File: src/rtl/lpc_params.svh
// Constants of the light and proximity control block: offsets, fields, resets, timing.
// Assumes inclusion by bare name from every design file that needs them.
`ifndef LPC_PARAMS_SVH
`define LPC_PARAMS_SVH

// Clock and timing figures
`define LPC_CLK_MHZ          25
`define LPC_NEAR_CONV_US     540
`define LPC_IDLE_TICK_US     500

// Idle length per code, in 0.5 ms ticks (800,400,200,100,75,50,12.5,0 ms)
`define LPC_IDLE_TICKS_0     11'h640
`define LPC_IDLE_TICKS_1     11'h320
`define LPC_IDLE_TICKS_2     11'h190
`define LPC_IDLE_TICKS_3     11'h0C8
`define LPC_IDLE_TICKS_4     11'h096
`define LPC_IDLE_TICKS_5     11'h064
`define LPC_IDLE_TICKS_6     11'h019
`define LPC_IDLE_TICKS_7     11'h000

// Bus device address (seven bits)
`define LPC_DEV_ADDR         7'h44

// Register offsets
`define LPC_REG_PART_ID      4'h0
`define LPC_REG_CONFIG       4'h1
`define LPC_REG_INT          4'h2
`define LPC_REG_NEAR_LT      4'h3
`define LPC_REG_NEAR_HT      4'h4
`define LPC_REG_LIGHT_TH1    4'h5
`define LPC_REG_LIGHT_TH2    4'h6
`define LPC_REG_LIGHT_TH3    4'h7
`define LPC_REG_NEAR_DATA    4'h8
`define LPC_REG_LIGHT_DT1    4'h9
`define LPC_REG_LIGHT_DT2    4'hA

// Interrupt register field positions
`define LPC_INT_NEAR_FLAG    7
`define LPC_INT_LIGHT_FLAG   3

// Reset values
`define LPC_RST_CONFIG       8'h00
`define LPC_RST_INTCTL       5'h00
`define LPC_RST_NEAR_LT      8'h00
`define LPC_RST_NEAR_HT      8'hFF
`define LPC_RST_LIGHT_TH1    8'h00
`define LPC_RST_LIGHT_TH2    8'hF0
`define LPC_RST_LIGHT_TH3    8'hFF

// Persistence run lengths per code
`define LPC_PERSIST_N0       5'h01
`define LPC_PERSIST_N1       5'h04
`define LPC_PERSIST_N2       5'h08
`define LPC_PERSIST_N3       5'h10

`endif

File: src/rtl/lpc_pkg.sv
// Types of the light and proximity control block.
// Assumes lpc_params.svh supplies the numeric constants.
package lpc_pkg;

  // Sensing configuration register layout, bit 7 first
  typedef struct packed {
    logic       near_enable;
    logic [2:0] near_idle_interval;
    logic       emitter_drive_strength;
    logic       light_sense_enable_bit;
    logic       light_full_scale_select;
    logic       light_spectrum_select;
  } lpc_config_type;

  // Writable fields of the interrupt register
  typedef struct packed {
    logic [1:0] near_persist_count;
    logic [1:0] light_persist_count;
    logic       combine_and;
  } lpc_intctl_type;

  // Two-wire slave byte phases
  typedef enum logic [3:0] {
    bus_idle, bus_dev, bus_dev_ack, bus_reg, bus_reg_ack,
    bus_wr, bus_wr_ack, bus_rd, bus_rd_ack
  } lpc_bus_state_type;

  // Proximity measurement sequencer
  typedef enum logic [1:0] {
    px_off, px_convert, px_idle
  } lpc_near_state_type;

endpackage : lpc_pkg

File: src/rtl/lpc_ctrl.sv
// Register file, two-wire slave, proximity sequencer and interrupt pin.
// Assumes converter inputs are on clk; bus pins are asynchronous and resolved outside.
`timescale 1ns/1ns
`default_nettype none
`include "lpc_params.svh"

module lpc_ctrl #(
  parameter logic [23:0] NEAR_CONV_CYCLES = 24'(`LPC_NEAR_CONV_US * `LPC_CLK_MHZ),
  parameter logic [23:0] IDLE_TICK_CYCLES = 24'(`LPC_IDLE_TICK_US * `LPC_CLK_MHZ),
  parameter logic [7:0]  PART_ID_VALUE    = 8'h5A // Arbitrary value
) (
  // Clock and reset
  input  wire logic        clk,
  input  wire logic        rst,
  // Two-wire bus pins
  input  wire logic        scl_in,
  input  wire logic        sda_in,
  output logic             sda_out,
  output logic             sda_oe,
  // Interrupt pin, open drain, active low
  input  wire logic        int_n_in,
  output logic             int_n_out,
  output logic             int_n_oe,
  // Light converter
  output logic             light_sense_on,
  output logic             light_range_high,
  output logic             light_spectrum_ir,
  input  wire logic        light_conv_done,
  input  wire logic [11:0] light_visible_data,
  input  wire logic [11:0] light_ir_data,
  // Proximity converter and emitter
  output logic             emitter_pulse_on,
  output logic             emitter_drive_high,
  input  wire logic [7:0]  near_adc_data
);

  lpc_pkg::lpc_config_type    cfg;
  lpc_pkg::lpc_config_type    next_cfg;
  lpc_pkg::lpc_intctl_type    intctl;
  lpc_pkg::lpc_intctl_type    next_intctl;
  lpc_pkg::lpc_bus_state_type bus_state;
  lpc_pkg::lpc_bus_state_type next_bus_state;
  lpc_pkg::lpc_near_state_type near_state;
  lpc_pkg::lpc_near_state_type next_near_state;
  logic [7:0]  near_lt, near_ht, next_near_lt, next_near_ht;
  logic [7:0]  th1, th2, th3, next_th1, next_th2, next_th3;
  logic [7:0]  near_result, next_near_result;
  logic [11:0] light_result, next_light_result;
  logic [11:0] light_sample;
  logic        scl_meta, scl_sync, scl_prev;
  logic        sda_meta, sda_sync, sda_prev;
  logic        scl_rise, scl_fall, start_seen, stop_seen;
  logic [7:0]  shift, next_shift;
  logic [3:0]  bitcnt, next_bitcnt;
  logic [3:0]  ptr, next_ptr, ptr_inc;
  logic        rw, next_rw, mack, next_mack, next_sda_oe;
  logic [7:0]  rdata;
  logic        wr_commit;
  logic [23:0] timer, next_timer;
  logic [10:0] ticks, next_ticks, idle_ticks;
  logic        near_done, next_emit;
  logic        near_flag, light_flag;
  logic        near_host_clr, light_host_clr, light_hit, next_int_oe;

  // Pins pass two flops before any logic looks at them
  always_ff @(posedge clk or posedge rst) begin
    if (rst) begin
      scl_meta <= 1'h1;
      scl_sync <= 1'h1;
      scl_prev <= 1'h1;
      sda_meta <= 1'h1;
      sda_sync <= 1'h1;
      sda_prev <= 1'h1;
    end else begin
      scl_meta <= scl_in;
      scl_sync <= scl_meta;
      scl_prev <= scl_sync;
      sda_meta <= sda_in;
      sda_sync <= sda_meta;
      sda_prev <= sda_sync;
    end
  end

  // Bus events from the settled pin levels
  assign scl_rise   = scl_sync && !scl_prev;
  assign scl_fall   = !scl_sync && scl_prev;
  assign start_seen = scl_sync && scl_prev && sda_prev && !sda_sync;
  assign stop_seen  = scl_sync && scl_prev && !sda_prev && sda_sync;
  assign ptr_inc    = (ptr == `LPC_REG_LIGHT_DT2) ? `LPC_REG_PART_ID : ptr + 4'h1;
  // Writes land only after the data byte is acknowledged
  assign wr_commit  = scl_fall && !start_seen && !stop_seen && (bus_state == lpc_pkg::bus_wr_ack);

  // Read data mux; unmapped offsets read zero
  always_comb begin
    case (ptr)
      `LPC_REG_PART_ID:   rdata = PART_ID_VALUE;
      `LPC_REG_CONFIG:    rdata = cfg;
      `LPC_REG_INT:       rdata = {near_flag, intctl.near_persist_count, 1'h0,
                                   light_flag, intctl.light_persist_count, intctl.combine_and};
      `LPC_REG_NEAR_LT:   rdata = near_lt;
      `LPC_REG_NEAR_HT:   rdata = near_ht;
      `LPC_REG_LIGHT_TH1: rdata = th1;
      `LPC_REG_LIGHT_TH2: rdata = th2;
      `LPC_REG_LIGHT_TH3: rdata = th3;
      `LPC_REG_NEAR_DATA: rdata = near_result;
      `LPC_REG_LIGHT_DT1: rdata = light_result[7:0];
      `LPC_REG_LIGHT_DT2: rdata = {4'h0, light_result[11:8]};
      default:            rdata = 8'h00;
    endcase
  end

  // Slave byte engine; SDA changes only while SCL is low
  always_comb begin
    next_bus_state = bus_state;
    next_shift     = shift;
    next_bitcnt    = bitcnt;
    next_ptr       = ptr;
    next_rw        = rw;
    next_mack      = mack;
    next_sda_oe    = sda_oe;
    if (start_seen) begin
      next_bus_state = lpc_pkg::bus_dev;
      next_bitcnt    = 4'h0;
      next_sda_oe    = 1'h0;
    end else if (stop_seen) begin
      next_bus_state = lpc_pkg::bus_idle;
      next_sda_oe    = 1'h0;
    end else if (scl_rise) begin
      case (bus_state)
        lpc_pkg::bus_dev, lpc_pkg::bus_reg, lpc_pkg::bus_wr: begin
          next_shift  = {shift[6:0], sda_sync};
          next_bitcnt = bitcnt + 4'h1;
        end
        lpc_pkg::bus_rd_ack: next_mack = !sda_sync;
        default: ;
      endcase
    end else if (scl_fall) begin
      case (bus_state)
        lpc_pkg::bus_dev: if (bitcnt == 4'h8) begin
          if (shift[7:1] == `LPC_DEV_ADDR) begin
            next_bus_state = lpc_pkg::bus_dev_ack;
            next_rw        = shift[0];
            next_sda_oe    = 1'h1;
          end else begin
            next_bus_state = lpc_pkg::bus_idle;
          end
        end
        lpc_pkg::bus_reg: if (bitcnt == 4'h8) begin
          next_ptr       = shift[3:0];
          next_bus_state = lpc_pkg::bus_reg_ack;
          next_sda_oe    = 1'h1;
        end
        lpc_pkg::bus_wr: if (bitcnt == 4'h8) begin
          next_bus_state = lpc_pkg::bus_wr_ack;
          next_sda_oe    = 1'h1;
        end
        lpc_pkg::bus_dev_ack: begin
          next_bitcnt = 4'h0;
          if (rw) begin
            next_shift     = rdata;
            next_sda_oe    = !rdata[7];
            next_bus_state = lpc_pkg::bus_rd;
          end else begin
            next_sda_oe    = 1'h0;
            next_bus_state = lpc_pkg::bus_reg;
          end
        end
        lpc_pkg::bus_reg_ack, lpc_pkg::bus_wr_ack: begin
          next_sda_oe    = 1'h0;
          next_bitcnt    = 4'h0;
          next_bus_state = lpc_pkg::bus_wr;
          if (bus_state == lpc_pkg::bus_wr_ack)
            next_ptr = ptr_inc;
        end
        lpc_pkg::bus_rd: begin
          if (bitcnt == 4'h7) begin
            next_sda_oe    = 1'h0;
            next_ptr       = ptr_inc;
            next_bus_state = lpc_pkg::bus_rd_ack;
          end else begin
            next_bitcnt = bitcnt + 4'h1;
            next_shift  = {shift[6:0], 1'h0};
            next_sda_oe = !shift[6];
          end
        end
        lpc_pkg::bus_rd_ack: begin
          next_bitcnt = 4'h0;
          if (mack) begin
            next_shift     = rdata;
            next_sda_oe    = !rdata[7];
            next_bus_state = lpc_pkg::bus_rd;
          end else begin
            next_bus_state = lpc_pkg::bus_idle;
          end
        end
        default: next_bus_state = lpc_pkg::bus_idle;
      endcase
    end
  end

  // Register writes; read-only offsets ignore data
  always_comb begin
    next_cfg       = cfg;
    next_intctl    = intctl;
    next_near_lt   = near_lt;
    next_near_ht   = near_ht;
    next_th1       = th1;
    next_th2       = th2;
    next_th3       = th3;
    near_host_clr  = 1'h0;
    light_host_clr = 1'h0;
    if (wr_commit) begin
      case (ptr)
        `LPC_REG_CONFIG: next_cfg = shift;
        `LPC_REG_INT: begin
          next_intctl    = {shift[6:5], shift[2:0]};
          near_host_clr  = !shift[`LPC_INT_NEAR_FLAG];
          light_host_clr = !shift[`LPC_INT_LIGHT_FLAG];
        end
        `LPC_REG_NEAR_LT:   next_near_lt = shift;
        `LPC_REG_NEAR_HT:   next_near_ht = shift;
        `LPC_REG_LIGHT_TH1: next_th1 = shift;
        `LPC_REG_LIGHT_TH2: next_th2 = shift;
        `LPC_REG_LIGHT_TH3: next_th3 = shift;
        default: ;
      endcase
    end
  end

  // Light capture and window test on the incoming sample
  assign light_sample = cfg.light_spectrum_select ? light_ir_data : light_visible_data;
  assign light_hit    = (light_sample <= {th2[3:0], th1}) || (light_sample >= {th3, th2[7:4]});
  always_comb begin
    next_light_result = light_result;
    if (light_conv_done && cfg.light_sense_enable_bit)
      next_light_result = light_sample;
  end

  // Idle interval per code
  always_comb begin
    case (cfg.near_idle_interval)
      3'h0:    idle_ticks = `LPC_IDLE_TICKS_0;
      3'h1:    idle_ticks = `LPC_IDLE_TICKS_1;
      3'h2:    idle_ticks = `LPC_IDLE_TICKS_2;
      3'h3:    idle_ticks = `LPC_IDLE_TICKS_3;
      3'h4:    idle_ticks = `LPC_IDLE_TICKS_4;
      3'h5:    idle_ticks = `LPC_IDLE_TICKS_5;
      3'h6:    idle_ticks = `LPC_IDLE_TICKS_6;
      default: idle_ticks = `LPC_IDLE_TICKS_7;
    endcase
  end

  // Proximity sequencer; clearing enable aborts without a result
  assign near_done = cfg.near_enable && (near_state == lpc_pkg::px_convert)
                     && (timer == NEAR_CONV_CYCLES - 24'h1);
  always_comb begin
    next_near_state  = near_state;
    next_timer       = timer + 24'h1;
    next_ticks       = ticks;
    next_near_result = near_result;
    if (!cfg.near_enable) begin
      next_near_state = lpc_pkg::px_off;
      next_timer      = 24'h0;
    end else begin
      case (near_state)
        lpc_pkg::px_off: begin
          next_near_state = lpc_pkg::px_convert;
          next_timer      = 24'h0;
        end
        lpc_pkg::px_convert: if (near_done) begin
          next_near_result = near_adc_data;
          next_timer       = 24'h0;
          next_ticks       = idle_ticks;
          next_near_state  = (idle_ticks == 11'h000) ? lpc_pkg::px_convert : lpc_pkg::px_idle;
        end
        lpc_pkg::px_idle: if (timer == IDLE_TICK_CYCLES - 24'h1) begin
          next_timer = 24'h0;
          next_ticks = ticks - 11'h001;
          if (ticks == 11'h001)
            next_near_state = lpc_pkg::px_convert;
        end
        default: next_near_state = lpc_pkg::px_off;
      endcase
    end
    next_emit = (next_near_state == lpc_pkg::px_convert);
  end

  // Pin condition from the two flags
  assign next_int_oe = intctl.combine_and ? (near_flag && light_flag) : (near_flag || light_flag);

  // State registers
  always_ff @(posedge clk or posedge rst) begin
    if (rst) begin
      bus_state    <= lpc_pkg::bus_idle;
      shift        <= 8'h00;
      bitcnt       <= 4'h0;
      ptr          <= 4'h0;
      rw           <= 1'h0;
      mack         <= 1'h0;
      sda_oe       <= 1'h0;
      sda_out      <= 1'h0;
      cfg          <= `LPC_RST_CONFIG;
      intctl       <= `LPC_RST_INTCTL;
      near_lt      <= `LPC_RST_NEAR_LT;
      near_ht      <= `LPC_RST_NEAR_HT;
      th1          <= `LPC_RST_LIGHT_TH1;
      th2          <= `LPC_RST_LIGHT_TH2;
      th3          <= `LPC_RST_LIGHT_TH3;
      light_result <= 12'h000;
      near_result  <= 8'h00;
      near_state   <= lpc_pkg::px_off;
      timer        <= 24'h0;
      ticks        <= 11'h000;
      emitter_pulse_on <= 1'h0;
      int_n_oe     <= 1'h0;
      int_n_out    <= 1'h0;
    end else begin
      bus_state    <= next_bus_state;
      shift        <= next_shift;
      bitcnt       <= next_bitcnt;
      ptr          <= next_ptr;
      rw           <= next_rw;
      mack         <= next_mack;
      sda_oe       <= next_sda_oe;
      sda_out      <= 1'h0;
      cfg          <= next_cfg;
      intctl       <= next_intctl;
      near_lt      <= next_near_lt;
      near_ht      <= next_near_ht;
      th1          <= next_th1;
      th2          <= next_th2;
      th3          <= next_th3;
      light_result <= next_light_result;
      near_result  <= next_near_result;
      near_state   <= next_near_state;
      timer        <= next_timer;
      ticks        <= next_ticks;
      emitter_pulse_on <= next_emit;
      int_n_oe     <= next_int_oe;
      int_n_out    <= 1'h0;
    end
  end

  // Converter controls come straight from the configuration flops
  assign light_sense_on     = cfg.light_sense_enable_bit;
  assign light_range_high   = cfg.light_full_scale_select;
  assign light_spectrum_ir  = cfg.light_spectrum_select;
  assign emitter_drive_high = cfg.emitter_drive_strength;

  // Light channel: flag stays until the host clears it
  lpc_persist u_light_persist (
    .clk          (clk),
    .rst          (rst),
    .enable       (cfg.light_sense_enable_bit),
    .strobe       (light_conv_done),
    .set_cond     (light_hit),
    .clr_cond     (1'h0),
    .persist_code (intctl.light_persist_count),
    .host_clear   (light_host_clr),
    .flag         (light_flag)
  );

  // Proximity channel: high run sets, low run clears
  lpc_persist u_near_persist (
    .clk          (clk),
    .rst          (rst),
    .enable       (cfg.near_enable),
    .strobe       (near_done),
    .set_cond     (near_adc_data >= near_ht),
    .clr_cond     (near_adc_data <= near_lt),
    .persist_code (intctl.near_persist_count),
    .host_clear   (near_host_clr),
    .flag         (near_flag)
  );
endmodule : lpc_ctrl
`default_nettype wire

File: src/rtl/lpc_persist.sv
// Persistence filter and sticky flag for one sensing channel.
// Assumes strobe is a one-cycle pulse per completed conversion on clk.
`timescale 1ns/1ns
`default_nettype none
`include "lpc_params.svh"

module lpc_persist (
  // Clock and reset
  input  wire logic       clk,
  input  wire logic       rst,
  // Conversion events
  input  wire logic       enable,
  input  wire logic       strobe,
  input  wire logic       set_cond,
  input  wire logic       clr_cond,
  input  wire logic [1:0] persist_code,
  input  wire logic       host_clear,
  // Flag
  output logic            flag
);

  logic [4:0] run_need;
  logic [4:0] set_cnt;
  logic [4:0] clr_cnt;
  logic [4:0] next_set_cnt;
  logic [4:0] next_clr_cnt;
  logic       next_flag;
  logic       set_now;
  logic       clr_now;

  // Run length needed for the selected code
  always_comb begin
    case (persist_code)
      2'h0:    run_need = `LPC_PERSIST_N0;
      2'h1:    run_need = `LPC_PERSIST_N1;
      2'h2:    run_need = `LPC_PERSIST_N2;
      default: run_need = `LPC_PERSIST_N3;
    endcase
  end

  // Runs restart on any miss; counts saturate at the need
  always_comb begin
    next_set_cnt = set_cnt;
    next_clr_cnt = clr_cnt;
    set_now      = 1'h0;
    clr_now      = 1'h0;
    if (!enable) begin
      next_set_cnt = 5'h00;
      next_clr_cnt = 5'h00;
    end else if (strobe) begin
      next_set_cnt = set_cond ? ((set_cnt >= run_need) ? run_need : set_cnt + 5'h01) : 5'h00;
      next_clr_cnt = clr_cond ? ((clr_cnt >= run_need) ? run_need : clr_cnt + 5'h01) : 5'h00;
      set_now      = set_cond && (next_set_cnt >= run_need);
      clr_now      = clr_cond && (next_clr_cnt >= run_need);
    end
    // Set wins so a qualifying run in the clear cycle is kept
    if (set_now)
      next_flag = 1'h1;
    else if (host_clear || clr_now)
      next_flag = 1'h0;
    else
      next_flag = flag;
  end

  // State registers
  always_ff @(posedge clk or posedge rst) begin
    if (rst) begin
      set_cnt <= 5'h00;
      clr_cnt <= 5'h00;
      flag    <= 1'h0;
    end else begin
      set_cnt <= next_set_cnt;
      clr_cnt <= next_clr_cnt;
      flag    <= next_flag;
    end
  end
endmodule : lpc_persist
`default_nettype wire

File: config.mk
export PLATFORM = sky130hd
export DESIGN_NAME = lpc_ctrl
export DESIGN_NICKNAME = d
export VERILOG_FILES = /design/src/rtl/lpc_pkg.sv /design/src/rtl/lpc_ctrl.sv /design/src/rtl/lpc_persist.sv
export VERILOG_INCLUDE_DIRS = /design/src /design/src/rtl
export SDC_FILE = /design/constraint.sdc
export NUM_CORES = 1
export LEC_CHECK = 0
export BUFFER_PORTS_ARGS = -buffer_cell sky130_fd_sc_hd__buf_2
export CORE_MARGIN = 3
export CORE_UTILIZATION = 51
export DETAILED_ROUTE_END_ITERATION = 12
export PLACE_DENSITY_LB_ADDON = 0.12
export SLEW_MARGIN = 20
export SYNTH_ARGS = -nofsm -noshare
export SYNTH_HDL_FRONTEND = slang
export SYNTH_SLANG_ARGS = --single-unit
File: constraint.sdc
create_clock -name clk -period 4.8 [get_ports clk]
set_clock_uncertainty 0.15 [all_clocks]
set_input_delay 0.48 -clock clk [delete_from_list [all_inputs] [get_ports clk]]
set_output_delay 0.48 -clock clk [all_outputs]
set_load 0.02 [all_outputs]
==> summary.md, run 1 <==
| Metric | Value |
|---|---|
| Outcome | finished, final reports clean |
| First-pass GRT wire length | 40940 um |
| DP HPWL | 17590 um |
| DRT Wirelength | 24980 um |
| CP Capture Type | flop |
| Hold Path Class | input pin to async pin |
| Die Ht | 147.2 um |
| Cts bufs inserted | 17 |
| Post-synth top area share | 32.49% |
| Worst-path clk slew | 0.07 ns |
| Initial antenna violation count | 0 |
| Leak | 0.004881 uW |
| CTS tree | yes |
| GRT overflow | 0 |
| PwrDens | 441.0 nW/um^2 |
| Die footprint | 21660 um^2 |
| Slowest-stage cell, CP | dfrtp_1 |
| H-tree levels | 4 |
| Postcts setup bufs | 0 |
| Die width | 147.2 um |
| Layout cells sized above 1 | 16.76% |
| FMAX | 239.2 MHz |
| Maximum vdd drop | 292.7 uV |
| I/O Buffers | 43 |
| # fillers | 1756 |
| Vias | 8026 |
| Area contributors post-synth | dfrtp_1, ha_1, mux2_2, dfstp_2, nand2_1 |
| Post-synthesis sequential area ratio | 39.21% |
| Setup TNS | 0 ns |
| NumNets Final | 1204 |
| P&R area growth vs syn | 9.858% |
| Final instance area | 11170 um^2 |
| Vias in the first global route | 7791 |
| YS warnings | 0 |
| Slowest stage delay, CP | 0.80 ns |
| Ys flop type | dfrtp_1 |
| Vias per inst | 5.863 |
| Core area | 19530 um^2 |
| Yosys reg bits | 158 |
| Ys async rst share | 100.0% |
| Clock sink count | 158 |
| Pre-antenna DRT Iters | 6 |
| Worst-case reg-to-reg path depth | 12 |
| Post-synth EDFFs | 0 |
| Std cell rows | 51 |
| Critical path, cell by cell | mux2_2 -> ha_1 -> a21oi_1 -> a21boi_0 -> o31a_1 -> o221ai_1 -> and2_1 -> ha_1 -> a211oi_1 -> nand2_1 -> a31oi_1 -> o21ai_0 |
| Worst Path Max Fanout | 15 |
| R2r setup slk | 0.62 ns |
| Initial Util | 52.06% |
| Worst path most repeated cell | ha_1 |
| Mapped Cells | 1080 |
| Ant diodes | 0 |
| Tmin final | 4.181 ns |
| Largest net degree at the start of global routing | 159 |
| RSZ-0062 raised after global routing | no |
| Root Buffer | clkbuf_16 |
| CP arrival | 4.34 ns |
| Setup violators final | 0 |
| Pins Over Slew Limit | 0 |
| Post-place instance area | 10500 um^2 |
| Fin. Hold Viols | 0 |
| CP Class | flop to flop |
| Tot GR Track Use | 23.50% |
| CP startpoint kind | flop |
| Required @ worst endpoint | 4.96 ns |
| Number of unique standard cell types used by synthesis | 85 |
| Syn Std Cell Area | 10170 um^2 |
| Starting DRT DRC Count | 616 |
| GP Congestion | 0.9065 |
| Remaining DRCs | 0 |
| CTS Buffer Depth | 2 |
| Average cell area after synthesis | 9.413 um^2 |
| Final period util | 87.10% |
| Tightest Pin Transition | 1.008 ns |
| Ports | 47 |
| Synth area leader | dfrtp_1 |
| DR WL/cell | 18.25 um |
| Final ANT Viol Nets | 0 |
| Max_slew headroom | 32.79% |
| Clock latency on the worst-skew pair | 0.43 ns |
| Number of max-cap violations | 0 |
==> placed cells by master (no fill, tap or decap), types with 26 or more instances in the layout <==
master,count
dfrtp_1,132
nand2_1,87
nor2_1,77
ha_1,75
inv_1,64
mux2_2,63
o21ai_0,61
a21oi_1,46
nand3_1,46
buf_2,43
dfstp_2,26
==> report_power, final <==
| group | internal (uW) | switching [uW] |
|---|---|---|
| combinational | 674 | 822 |
| clock | 896 | 584 |
| sequential | 1500 | 445 |
==> cell type report <==
type	instances	area [um^2]	area share (%)
clock buffers	18	439.2	3.932
well taps	265	331.6	2.969
repair buffers	50	285.3	2.554
flip-flops and latches	158	3986	35.69
clock inverters	14	210.2	1.882
multi-input cells	798	5664	50.72
inverters	66	251.5	2.252
==> worst paths after layout <==
kind | start | to
hold / removal | rst | light_result[7]$_DFFE_PP0P_
hold reg to reg | scl_meta$_DFF_PP1_ | scl_sync$_DFF_PP1_
max in group asynchronous | rst | timer[22]$_DFF_PP0_
setup reg to reg | light_spectrum_ir$_DFFE_PP0P_ | u_light_persist.flag$_DFFE_PP0P_
setup / recovery | light_spectrum_ir$_DFFE_PP0P_ | u_light_persist.flag$_DFFE_PP0P_
min in group clk | near_adc_data[1] | near_result[1]$_DFFE_PP0P_
==> registers in the layout, indices dropped and copies added (netlist names), 5 cells and up <==
name,count
u_near_persist.set_cnt,5
u_near_persist.clr_cnt,5
near_result,8
th2,8
near_ht,8
near_lt,8
th3,8
u_light_persist.set_cnt,5
light_result,12
shift,8
intctl,5
th1,8
timer,24
ticks,11
==> routing by layer <==
metal  vias to the layer above  GRT usage, %  wire [um]
met2                       187         38.09      11720
li1                       3923             -          -
met1                      3875         32.06      11510
met3                        41         4.719       1139
met5                         -             0          0
met4                         0         7.130        612
==> synthesized netlist by cell type (6+ instances only) <==
library cell and n:
nand2b_1 13, a32oi_1 10, nand3_1 46, a221oi_1 8, nor2_1 77, o2bb2ai_1 6, clkbuf_1 34, a31oi_1 15
a22oi_1 8, a21oi_1 46, o21ai_0 61, nor3_1 17, dfstp_2 26, nor4_1 13, a211oi_1 11, ha_1 75
buf_2 12, xor2_1 23, inv_1 65, nand4_1 13, dfrtp_1 132, mux2i_1 21, and2_1 14, nor2b_1 17
nand2_1 87, nand3b_1 9, xnor2_1 12, and3_1 20, mux2_2 63, a21o_1 12
==> stage by stage <==
stage / instances / utilization (%) / hold slack [ns] / total power, uW / setup slack, ns
3_5_place_dp: 1335 / 53.77 / 0.1995 / 3448 / 0.6637
6_report: 1369 / 57.20 / 0.009110 / 4925 / 0.6190
3_3_place_gp: 1335 / 53.77 / 0.1983 / 3422 / 0.7095
5_1_grt: 1369 / 57.20 / 0.1452 / 5231 / 0.4379
4_1_cts: 1369 / 57.20 / 0.1179 / 4942 / 0.6575
2_1_floorplan: 1081 / - / 0.1952 / 3005 / 1.051
==> cell families (layout without fill, tap and decap cells) <==
family	after synthesis	after routing	synth area share, %
simple gates	361	361	18.35
buf+inv	125	148	5.108
flops	158	158	39.21
mux	86	86	9.378
other cells	1	2	0.03689
fa+ha+maj	76	76	9.329
xor+xnor	35	35	3.015
compound gates	238	238	15.57
==> critical path: cells and delay by family, from the launching register on <==
family                   cells  cell delay (ns)
AO/OA/AOI/OAI                7             1.78
adder cells (fa/ha/maj)      2             0.56
flip-flops                   1             0.80
multiplexers                 1             0.45
AND/OR/NAND/NOR              2             0.33
==> repair_timing <==
action | CTS | global route
resized for setup | 0 | 0
hold endpoints to repair | 2 | 0
hold buffers | 2 | 0
No activity file was read; power rests on OpenSTA's default activity.
==> run 2: changes to the inputs <==
==> constraint.sdc (replaced) <==
create_clock -name clk -period 5.13 [get_ports clk]
set_clock_uncertainty 0.15 [all_clocks]
set_input_delay 0.513 -clock clk [delete_from_list [all_inputs] [get_ports clk]]
set_output_delay 0.513 -clock clk [all_outputs]
set_load 0.01 [all_outputs]
==> summary.md, run 2 (synthesized netlist as in run 1, its figures left out) <==
| Metric | Value |
|---|---|
| GP Congestion | 0.9080 (+0.17%) |
| # fillers | 1805 (+2.8%) |
| DP HPWL | 17980 um (+2.3%) |
| Hold Path Class | input pin to flop |
| First-pass GRT wire length | 42090 um (+2.8%) |
| Root Buffer | clkbuf_16 |
| Commonest non-fill, non-tap cell in the layout | dfrtp_1 |
| CP startpoint kind | flop |
| Pre-antenna DRT Iters | 5 (-1) |
| Tightest Pin Transition | 0.9620 ns (-0.04613 ns) |
| Core area | 19530 um^2 (unchanged) |
| Number of max-cap violations | 0 (unchanged) |
| CP Capture Type | flop |
| CP arrival | 4.30 ns (-0.04 ns) |
| Final period util | 80.82% (-6.3 points) |
| Register with the most flip-flops | timer |
| Ports | 47 (unchanged) |
| Int Pwr | 2729 uW (-11%) |
| H-tree levels | 4 (unchanged) |
| Clock power share | 27.9% (-2.1 points) |
| Cts bufs inserted | 17 (unchanged) |
| Final core occ | 56.73% (-0.47 points) |
| Max_slew headroom | 35.87% (+3.1 points) |
| Max reg flops | 24 (unchanged) |
| R2r setup slk | 0.98 ns (+0.36 ns) |
| Largest net degree at the start of global routing | 83 (-48%) |
| Worst-path clk slew | 0.07 ns (about the same) |
| Met2 wire len | 11830 um (+0.93%) |
| Biggest regs | timer (24), light_result (12), ticks (11) |
| Ant diodes | 0 (unchanged) |
| Tmin final | 4.146 ns (-0.03491 ns) |
| Leak | 0.004835 uW (-0.93%) |
| I/O Buffers | 43 (unchanged) |
| Die width | 147.2 um (unchanged) |
| Worst Path Max Fanout | 15 (unchanged) |
| Std cell rows | 51 (unchanged) |
| Met3 WL | 1283 um (+13%) |
| RSZ-0062 raised after global routing | no |
| Logic pwr share | 32.1% (+1.7 points) |
| CTS tree | yes |
| Setup violators final | 0 (unchanged) |
| Fin. Hold Viols | 0 (unchanged) |
| Vias | 8023 (-0.037%) |
| DR WL/cell | 18.50 um (+1.4%) |
| Slowest stage delay, CP | 0.78 ns (-0.02 ns) |
| Clock latency on the worst-skew pair | 0.43 ns (about the same) |
| GRT overflow | 0 (unchanged) |
| Switching power | 1741 uW (-5.9%) |
| DR top layer | met4 |
| Remaining DRCs | 0 (unchanged) |
| Final Power | 4470 uW (-9.2%) |
| Routed length on met1 | 11590 um (+0.75%) |
| FMAX | 241.2 MHz (+0.84%) |
| Critical path, cell by cell | mux2_2 -> ha_1 -> a21oi_1 -> a21boi_0 -> o31a_1 -> o221ai_1 -> and2_1 -> ha_1 -> a211oi_1 -> nand2_1 -> a31oi_1 -> o21ai_0 |
| Postcts setup bufs | 0 (unchanged) |
| Layout cells sized above 1 | 16.94% (+0.18 points) |
| Most frequent cells in the layout | dfrtp_1, nand2_1, nor2_1 |
| Final ANT Viol Nets | 0 (unchanged) |
| Vias per inst | 5.860 (about the same) |
| Worst path most repeated cell | ha_1 |
| Setup TNS | 0 ns (unchanged) |
| Slowest-stage cell, CP | dfrtp_1 |
| Pins Over Slew Limit | 0 (unchanged) |
| # resized after CTS | 0 (unchanged) |
| Hold_buf cts | 0 (-2) |
| P&R area growth vs syn | 8.960% |
| Clock sink count | 158 (unchanged) |
| Switching Fraction | 38.94% (+1.4 points) |
| Share of power burned in registers | 40.0% (+0.4 points) |
| NumNets Final | 1204 (unchanged) |
| Vias in the first global route | 7876 (+1.1%) |
| Die Ht | 147.2 um (unchanged) |
| DRT Wirelength | 25330 um (+1.4%) |
| Outcome | finished, final reports clean |
| PwrDens | 403.5 nW/um^2 (-8.5%) |
| Die footprint | 21660 um^2 (unchanged) |
| CP Class | flop to flop |
| Initial Util | 52.06% (unchanged) |
| CTS Buffer Depth | 2 (unchanged) |
| Maximum vdd drop | 254.1 uV (-13%) |
| Starting DRT DRC Count | 434 (-30%) |
| Required @ worst endpoint | 5.28 ns (+0.32 ns) |
| Tot GR Track Use | 24.15% (+0.65 points) |
| Initial antenna violation count | 0 (unchanged) |
## run 2: final cells by class
class,instances,area [um^2],share of cell area (%)
inverter,66,252.7,2.282
sequential,158,3986,35.99
clock inverter,14,135.1,1.220
timing repair buffer,50,267.8,2.417
multi-input combinational,798,5664,51.14
tap,265,331.6,2.993
clock buffer,18,439.2,3.965
## run 2: stage by stage
stage	setup WS, ns	cell area [um^2]	hold WS, ns	cells
after CTS	0.9395	11080	0.003949	1369
after global routing	0.7551	11080	0.001999	1369
after floorplan	0.2468	10170	0.1952	1081
after detailed placement	0.9633	10500	0.1998	1337
after global placement	1.017	10500	0.1979	1337
final	0.9839	11080	0.02287	1369
## run 2: critical path, delay by kind of cell (launching register included)
| family | cells | cell delay, ns |
|---|---|---|
| muxes | 1 | 0.45 |
| AOI/OAI and AO/OA | 7 | 1.71 |
| and+or+nand+nor | 2 | 0.34 |
| DFF | 1 | 0.78 |
| adders and majority gates | 2 | 0.57 |
## run 2: worst paths after layout
path / start / to / cells past startpoint
max reg2reg: light_spectrum_ir$_DFFE_PP0P_ / u_light_persist.flag$_DFFE_PP0P_ / 12
min reg2reg: sda_meta$_DFF_PP1_ / sda_sync$_DFF_PP1_ / 0
min in group asynchronous: rst / light_result[9]$_DFFE_PP0P_ / 2
max in group asynchronous: rst / near_ht[5]$_DFFE_PP1P_ / 3
max: light_spectrum_ir$_DFFE_PP0P_ / u_light_persist.flag$_DFFE_PP0P_ / 12
min: sda_in / sda_meta$_DFF_PP1_ / 1
## run 2: power groups by stage
stage	clock network [uW]	logic (uW)	registers, uW
after floorplan	0	1280	1520
after global placement	0	1400	1800
after detailed placement	0	1420	1800
after CTS	1270	1430	1780
after global routing	1320	1610	1810
final	1250	1430	1790
## run 2: metal layers
metal  vias to the layer above  GRT usage, %
met1                      3867         33.11
met5                         -             0
met3                        42         4.565
met2                       201         38.87
li1                       3913             -
met4                         0         7.875
